<file path="config.mk">
export PLATFORM = sky130hd
export DESIGN_NAME = plm_power_led_ctrl
export DESIGN_NICKNAME = d
export VERILOG_FILES = /design/src/rtl/plm_pkg.sv /design/src/rtl/plm_sync.sv /design/src/rtl/plm_power_led_ctrl.sv
export SDC_FILE = /design/constraint.sdc
export NUM_CORES = 1
export LEC_CHECK = 0
export BUFFER_PORTS_ARGS = -buffer_cell sky130_fd_sc_hd__buf_4
export CAP_MARGIN = 10
export CORE_MARGIN = 5
export CORE_UTILIZATION = 50
export DETAILED_ROUTE_END_ITERATION = 8
export GPL_ROUTABILITY_DRIVEN = 0
export PLACE_DENSITY_LB_ADDON = 0.12
export SLEW_MARGIN = 20
export SYNTH_ARGS = -nofsm -noshare
export SYNTH_HDL_FRONTEND = slang
export SYNTH_SLANG_ARGS = --single-unit
</file>
<file path="constraint.sdc">
create_clock -name clk_sys -period 3.88 [get_ports clk_sys]
set_input_delay 0.776 -clock clk_sys [delete_from_list [all_inputs] [get_ports clk_sys]]
set_output_delay 0.776 -clock clk_sys [all_outputs]
set_load 0.05 [all_outputs]
</file>
<file path="src/rtl/plm_pkg.sv">
// package of offsets, fields, reset values and timing for the power and led control block
package plm_pkg;

  // register offsets on the internal register port
  localparam logic [7:0] PLM_OFS_INSERT = 8'hC2;
  localparam logic [7:0] PLM_OFS_POWER_LED = 8'hC3;
  localparam logic [7:0] PLM_OFS_SLEEP = 8'hC4;
  localparam logic [7:0] PLM_OFS_HOST_SETUP = 8'hC6;

  // field positions in the insertion register
  localparam int PLM_INS_S2_E3 = 2;
  localparam int PLM_INS_S3_E1 = 1;
  localparam int PLM_INS_S3_E2 = 0;
  localparam int PLM_INS_WIDTH = 3;

  // field positions in the power and led register
  localparam int PLM_PWR_CPU_PD = 7;
  localparam int PLM_PWR_CORE_PD = 6;
  localparam int PLM_PWR_LED_HI = 5;
  localparam int PLM_PWR_LED_LO = 4;
  localparam int PLM_PWR_LED_DBG = 3;
  localparam int PLM_PWR_PLL_PD = 2;
  localparam int PLM_PWR_MODE_HI = 1;
  localparam int PLM_PWR_MODE_LO = 0;

  // reset values
  localparam logic [2:0] PLM_RST_INSERT = 3'h0;
  localparam logic [7:0] PLM_RST_POWER_LED = 8'h00;
  localparam logic [7:0] PLM_RST_SLEEP = 8'h50;

  // timing: one sleep unit in ms and the system clock rate
  localparam int PLM_SLEEP_UNIT_MS = 20;
  localparam int PLM_CLK_KHZ = 250000;
  localparam int PLM_SLEEP_UNIT_CYC = PLM_SLEEP_UNIT_MS * PLM_CLK_KHZ;

  // port numbering on the egress tag path
  localparam logic [1:0] PLM_PORT_1 = 2'h1;
  localparam logic [1:0] PLM_PORT_2 = 2'h2;
  localparam logic [1:0] PLM_PORT_3 = 2'h3;

  // power management modes
  typedef enum logic [1:0] {
    PLM_PM_NORMAL = 2'h0,
    PLM_PM_ENERGY_DETECT = 2'h1,
    PLM_PM_SOFT_DOWN = 2'h2,
    PLM_PM_SAVING = 2'h3
  } plm_pm_mode_t;

  // led function encodings
  typedef enum logic [1:0] {
    PLM_LED_LACT_SPEED = 2'h0,
    PLM_LED_LINK_ACTIVITY_INDICATION = 2'h1,
    PLM_LED_LACT_DUPLEX = 2'h2,
    PLM_LED_LINK_DUPLEX = 2'h3
  } plm_led_mode_t;

  // energy detect sleep states, one-hot
  typedef enum logic [1:0] {
    PLM_ED_AWAKE = 2'b01,
    PLM_ED_ASLEEP = 2'b10
  } plm_ed_state_t;

endpackage

</file>
<file path="src/rtl/plm_sync.sv">
// three flip-flop synchroniser that accepts a change once the last two stages agree
`timescale 1ns/1ps
module plm_sync #(
  parameter int WIDTH = 1
) (
  input wire logic clk_sys,
  input wire logic reset_n,
  input wire logic [WIDTH-1:0] async_in,
  output logic [WIDTH-1:0] sync_out
);

  typedef struct packed {
    logic [WIDTH-1:0] s1;
    logic [WIDTH-1:0] s2;
    logic [WIDTH-1:0] s3;
    logic [WIDTH-1:0] q;
  } plm_sync_state_t;

  plm_sync_state_t st_r;
  plm_sync_state_t st_nxt;

  if (WIDTH < 1) begin : g_bad_width
    $error("plm_sync width must be at least one");
  end

  // shift chain; the first stage feeds only the second
  always_comb begin
    st_nxt = st_r;
    st_nxt.s1 = async_in;
    st_nxt.s2 = st_r.s1;
    st_nxt.s3 = st_r.s2;
    for (int i = 0; i < WIDTH; i++) begin
      if (st_r.s2[i] == st_r.s3[i]) begin
        st_nxt.q[i] = st_r.s3[i];
      end
    end
  end

  // state register
  always_ff @(posedge clk_sys or negedge reset_n) begin
    if (!reset_n) begin
      st_r <= '0;
    end else begin
      st_r <= st_nxt;
    end
  end

  assign sync_out = st_r.q;

endmodule

</file>
<file path="src/rtl/plm_power_led_ctrl.sv">
// power management, led function and default vlan insertion control registers
`timescale 1ns/1ps
module plm_power_led_ctrl
  import plm_pkg::*;
#(
  parameter int SLEEP_UNIT_CYC = PLM_SLEEP_UNIT_CYC
) (
  input wire logic clk_sys,
  input wire logic reset_n,
  // internal register port
  input wire logic [7:0] reg_addr,
  input wire logic [7:0] reg_wdata,
  input wire logic reg_wr,
  input wire logic reg_rd,
  output logic [7:0] reg_rdata,
  output logic reg_rvalid,
  // egress tagging request from the forwarding logic
  input wire logic egress_valid,
  input wire logic [1:0] egress_port,
  input wire logic [1:0] src_port,
  input wire logic frame_tagged,
  output logic insert_pvid,
  output logic insert_valid,
  // link state from the port logic
  input wire logic link_up,
  input wire logic activity,
  input wire logic speed_100,
  input wire logic full_duplex,
  input wire logic device_ready,
  // stretched energy signal from the analog front end
  input wire logic energy_raw,
  // led pins
  output logic indicator_out_a,
  output logic indicator_out_b,
  // power controls
  output logic host_clk_pd_en,
  output logic core_clk_pd_en,
  output logic pll_pd_en,
  output logic [1:0] pm_mode,
  output logic low_power
);

  localparam int UCW = (SLEEP_UNIT_CYC > 1) ? $clog2(SLEEP_UNIT_CYC) : 1;
  localparam logic [UCW-1:0] UNIT_LAST = UCW'(SLEEP_UNIT_CYC - 1);

  if (SLEEP_UNIT_CYC < 1) begin : g_bad_unit
    $error("sleep unit must be at least one clock cycle");
  end

  typedef struct packed {
    // software registers
    logic [PLM_INS_WIDTH-1:0] ins;
    logic [7:0] pwr;
    logic [7:0] sleep;
    // read port
    logic [7:0] rdata;
    logic rvalid;
    // egress tag decision
    logic ins_pvid;
    logic ins_valid;
    // led pins
    logic led_a;
    logic led_b;
    // power outputs
    logic host_pd;
    logic core_pd;
    logic pll_pd;
    logic [1:0] mode;
    logic low_pwr;
    // energy detect sleep machinery
    plm_ed_state_t ed;
    logic [UCW-1:0] unit_cnt;
    logic [7:0] quiet_units;
  } plm_state_t;

  plm_state_t st_r;
  plm_state_t st_nxt;

  logic energy_s;

  // energy arrives from another domain
  plm_sync #(
    .WIDTH(1)
  ) i_plm_sync (
    .clk_sys(clk_sys),
    .reset_n(reset_n),
    .async_in(energy_raw),
    .sync_out(energy_s)
  );

  // reset image of the whole state
  function automatic plm_state_t plm_reset_state();
    plm_state_t s;
    s = '0;
    s.ins = PLM_RST_INSERT;
    s.pwr = PLM_RST_POWER_LED;
    s.sleep = PLM_RST_SLEEP;
    s.mode = PLM_RST_POWER_LED[PLM_PWR_MODE_HI:PLM_PWR_MODE_LO];
    s.ed = PLM_ED_AWAKE;
    return s;
  endfunction

  // next state
  always_comb begin
    logic link_activity_indication;
    logic [1:0] led_sel;
    logic led_dbg;
    logic quiet_done;
    plm_pm_mode_t mode_cur;
    link_activity_indication = 1'b0;
    led_sel = 2'h0;
    led_dbg = 1'b0;
    quiet_done = 1'b0;
    mode_cur = PLM_PM_NORMAL;
    st_nxt = st_r;

    // register writes; unmapped offsets and bits outside the fields are dropped
    if (reg_wr) begin
      if (reg_addr == PLM_OFS_INSERT) begin
        st_nxt.ins = reg_wdata[PLM_INS_WIDTH-1:0];
      end else if (reg_addr == PLM_OFS_POWER_LED) begin
        st_nxt.pwr = reg_wdata;
      end else if (reg_addr == PLM_OFS_SLEEP) begin
        st_nxt.sleep = reg_wdata;
      end
    end

    // register reads, answered one cycle later
    st_nxt.rvalid = reg_rd;
    if (reg_rd) begin
      if (reg_addr == PLM_OFS_INSERT) begin
        st_nxt.rdata = {{(8 - PLM_INS_WIDTH){1'b0}}, st_r.ins};
      end else if (reg_addr == PLM_OFS_POWER_LED) begin
        st_nxt.rdata = st_r.pwr;
      end else if (reg_addr == PLM_OFS_SLEEP) begin
        st_nxt.rdata = st_r.sleep;
      end else begin
        st_nxt.rdata = 8'h00;
      end
    end

    // power controls follow the stored register one cycle later, two cycles after the write
    st_nxt.host_pd = st_r.pwr[PLM_PWR_CPU_PD];
    st_nxt.core_pd = st_r.pwr[PLM_PWR_CORE_PD];
    st_nxt.pll_pd = st_r.pwr[PLM_PWR_PLL_PD];
    st_nxt.mode = st_r.pwr[PLM_PWR_MODE_HI:PLM_PWR_MODE_LO];
    mode_cur = plm_pm_mode_t'(st_r.pwr[PLM_PWR_MODE_HI:PLM_PWR_MODE_LO]);

    // led function select
    link_activity_indication = link_up & ~activity; // lit on link, blinks off with traffic
    led_sel = st_r.pwr[PLM_PWR_LED_HI:PLM_PWR_LED_LO];
    led_dbg = st_r.pwr[PLM_PWR_LED_DBG];
    if (led_dbg) begin
      st_nxt.led_b = ~energy_s;
      st_nxt.led_a = ~device_ready;
    end else begin
      case (plm_led_mode_t'(led_sel))
        PLM_LED_LACT_SPEED: begin
          st_nxt.led_a = link_activity_indication;
          st_nxt.led_b = speed_100;
        end
        PLM_LED_LINK_ACTIVITY_INDICATION: begin
          st_nxt.led_a = link_up;
          st_nxt.led_b = activity;
        end
        PLM_LED_LACT_DUPLEX: begin
          st_nxt.led_a = link_activity_indication;
          st_nxt.led_b = full_duplex;
        end
        default: begin
          st_nxt.led_a = link_up;
          st_nxt.led_b = full_duplex;
        end
      endcase
    end

    // egress default vlan insertion for untagged frames
    st_nxt.ins_valid = egress_valid;
    st_nxt.ins_pvid = 1'b0;
    if (egress_valid && !frame_tagged) begin
      if (src_port == PLM_PORT_2 && egress_port == PLM_PORT_3) begin
        st_nxt.ins_pvid = st_r.ins[PLM_INS_S2_E3];
      end else if (src_port == PLM_PORT_3 && egress_port == PLM_PORT_1) begin
        st_nxt.ins_pvid = st_r.ins[PLM_INS_S3_E1];
      end else if (src_port == PLM_PORT_3 && egress_port == PLM_PORT_2) begin
        st_nxt.ins_pvid = st_r.ins[PLM_INS_S3_E2];
      end
    end

    // quiet interval: whole 20 ms units without energy
    quiet_done = (st_r.quiet_units >= st_r.sleep);
    if (mode_cur != PLM_PM_ENERGY_DETECT || energy_s) begin
      st_nxt.unit_cnt = '0;
      st_nxt.quiet_units = 8'h00;
    end else if (!quiet_done) begin
      if (st_r.unit_cnt == UNIT_LAST) begin
        st_nxt.unit_cnt = '0;
        st_nxt.quiet_units = st_r.quiet_units + 8'h01;
      end else begin
        st_nxt.unit_cnt = st_r.unit_cnt + UCW'(1);
      end
    end

    // sleep state machine in energy detect mode
    case (st_r.ed)
      PLM_ED_AWAKE: begin
        if (mode_cur == PLM_PM_ENERGY_DETECT && !energy_s && quiet_done) begin
          st_nxt.ed = PLM_ED_ASLEEP;
        end
      end
      PLM_ED_ASLEEP: begin
        if (mode_cur != PLM_PM_ENERGY_DETECT || energy_s) begin
          st_nxt.ed = PLM_ED_AWAKE;
        end
      end
      default: begin
        st_nxt.ed = PLM_ED_AWAKE;
      end
    endcase
    st_nxt.low_pwr = (st_nxt.ed == PLM_ED_ASLEEP);
  end

  // state register
  always_ff @(posedge clk_sys or negedge reset_n) begin
    if (!reset_n) begin
      st_r <= plm_reset_state();
    end else begin
      st_r <= st_nxt;
    end
  end

  // outputs straight from the state register
  assign reg_rdata = st_r.rdata;
  assign reg_rvalid = st_r.rvalid;
  assign insert_pvid = st_r.ins_pvid;
  assign insert_valid = st_r.ins_valid;
  assign indicator_out_a = st_r.led_a;
  assign indicator_out_b = st_r.led_b;
  assign host_clk_pd_en = st_r.host_pd;
  assign core_clk_pd_en = st_r.core_pd;
  assign pll_pd_en = st_r.pll_pd;
  assign pm_mode = st_r.mode;
  assign low_power = st_r.low_pwr;

endmodule

</file>
==> out/results.tsv <==
metric	value	unit
run_status	complete, no violations	
clkPwrFrac	38.9	%
timing.fmax	379	MHz
cp-end-kind	flip-flop	
crit_type	flip-flop to flip-flop	
slew_headroom	38.1	%
antennaDiodeCount	0	
sw_frac_of_total	26.0	%
post_cts_resized	0	
post_cts_buffers	0	
setup_violations	0	
worstSkewPairLatency	0.35	ns
fin_tns_setup	0	ns
synthArstFlopShare	100	%
drt_wl_total	8100	µm
vias_per_cell	5.54	
crit_buf_inv	2	
hold_class	flip-flop to flip-flop	
grt_max_degree	76	
synth.distinct_cells	54	
fp.dieH	97.7	µm
die_area	9550	µm²
leakage	1.92	nW
groute.usage.overall	17.9	%
ir_drop	169	µV
drv_cap	0	
cts_tree	yes	
overflow	0	
cts_sinks	75	
syn_nets	436	
finalHoldViolations	0	
postCtsHoldBufs	0	
place_area	4230	µm²
p_int	1.19	mW
synth_seq_area_share	48.9	%
final_cell_mix	dfrtp_1 (72), buf_4 (55), nand2_1 (39)	
synthFlopType	dfrtp_1	
cp_max_fo	18	
avgSynthCellArea	9.81	µm²
grt_pass1_wl	14000	µm
min_period_over_period	68.1	%
cp_data_required_time	4.15	ns
vias	2986	
crit_path_start_kind	flip-flop	
cts-root-buf	clkbuf_8	
drcViolationCount	0	
final_common_cell	dfrtp_1	
ys_ff_latch	75	
nets	476	
dpl.hpwl	5780	µm
antenna_found_initial	0	
wl_per_cell	15.0	µm
ys_warn_count	0	
drtIter0Drc	124	
pwr-share-comb	9.7	%
synthCells	392	
rows	32	
start_util	50.6	%
critPathMaxStageDelay	0.55	ns
die-width	97.7	µm
syn_area	3850	µm²
clock_path_buffers	2	
h-tree-depth	3	
min_period	2.64	ns
tightest_slew	0.929	ns
area_delta_synth_final	15.3	%
grt_pass1_vias	3004	
crit_path_cell_trace	inv_1 -> ha_1 -> nand2b_1 -> a2111oi_2 -> o31a_1 -> buf_4 -> nand2_1 -> or4_1 -> a21oi_1	
core	7610	µm²
crit_family	simple AND/OR/NAND/NOR gates	
power_density	364	nW/µm²
cts_made_buffers	9	
io_pins	51	
fin_worst_skew	0.00932	ns
seq_power_share	51.5	%
slowest_stage	or4_1	
ant_nets	0	
p_switching	0.420	mW
port_buffers	50	
layout-drive-gt1-share	22.0	%
stdcell_area	4440	µm²
slew_viol_final	0	
synth_edf_count	0	
rsz0062_at_grt	no	
crit_arrival	2.91	ns
path_clk_slew	0.08	ns
drt_first_pass_iters	6	
## power by group through the flow
stage | registers, mW | clock network, mW | logic (mW)
final | 0.830 | 0.627 | 0.156
after global routing | 0.835 | 0.681 | 0.175
after CTS | 0.831 | 0.643 | 0.159
after detailed placement | 0.846 | 0 | 0.159
after global placement | 0.846 | 0 | 0.156
after floorplan | 0.854 | 0 | 0.0847
## flip-flops by register name (all words and copies together), names as in the netlist
name and cells:
reg_rvalid 1, i_plm_sync.sync_out 1, host_clk_pd_en 1, i_plm_sync.st_nxt 2
pm_mode 2, pll_pd_en 1, indicator_out_b 1, reg_rdata 8
insert_valid 1, i_plm_sync.st_r 1, st_r 47, indicator_out_a 1
low_power 1, core_clk_pd_en 1, st_nxt 5, insert_pvid 1
## layout make-up
type / instances / area, µm²
fillers: 691 / 3170
flip-flops and latches: 75 / 1880
multi-input cells: 278 / 1760
clock buffers: 10 / 138
well taps: 102 / 128
clock inverters: 6 / 70.1
repair buffers: 55 / 413
inverters: 13 / 48.8
## worst paths after layout
path                                      startpoint                    to  slack, ns  cells after the start
min in group asynchronous                    reset_n          insert_valid       0.54                      1
worst min-delay path            i_plm_sync.st_nxt[2]  i_plm_sync.st_nxt[1]       0.36                      0
max in group asynchronous                    reset_n          reg_rdata[0]       2.71                      1
worst max register to register               st_r[0]              st_r[26]       1.24                      9
worst min register to register  i_plm_sync.st_nxt[2]  i_plm_sync.st_nxt[1]       0.36                      0
worst max-delay path                         st_r[0]              st_r[26]       1.24                      9
## per-stage QoR
| step | utilization [%] | setup WS, ns | hold slack [ns] | total power [mW] | std cells |
|---|---|---|---|---|---|
| 6_report | 58.3 | 1.24 | 0.361 | 1.61 | 539 |
| 5_1_grt | 58.3 | 1.03 | 0.376 | 1.69 | 539 |
| 4_1_cts | 58.3 | 1.21 | 0.366 | 1.63 | 539 |
| 3_5_place_dp | 55.6 | 1.24 | 0.344 | 1.01 | 523 |
| 3_3_place_gp | 55.6 | 1.33 | 0.332 | 1.00 | 523 |
| 2_1_floorplan | - | 1.52 | 0.331 | 0.939 | 392 |
## Yosys cell counts, drive strengths merged (10+ instances only)
cell | count | area share [%]
a21oi | 37 | 4.8
buf | 16 | 3.2
clkbuf | 10 | 0.98
dfrtp | 72 | 47
ha | 12 | 3.9
inv | 13 | 1.3
mux2 | 15 | 4.4
nand2 | 39 | 3.8
nand3 | 15 | 2.1
nor2 | 38 | 3.7
o21ai | 28 | 3.6
or3 | 10 | 1.8
## routing by layer
layer / vias up / track usage [%] / routed length [µm]
li1: 1467 / - / -
met1: 1435 / 21.9 / 3570
met2: 80 / 29.8 / 4010
met3: 4 / 4.74 / 483
met4: 0 / 7.88 / 39
met5: - / 0 / 0
## kinds of logic (layout without fill, tap and decap cells)
family | Yosys count | after routing | share of synthesized area (%)
XOR/XNOR | 9 | 9 | 2.05
multiplexers | 18 | 18 | 5.17
buffers and inverters | 39 | 84 | 5.40
AO/OA/AOI/OAI | 88 | 88 | 13.4
adder cells (fa/ha/maj) | 13 | 13 | 4.16
flip-flops | 75 | 75 | 48.9
AND/OR/NAND/NOR | 150 | 150 | 20.9
Note: power is estimated with default switching activity, not from simulation.
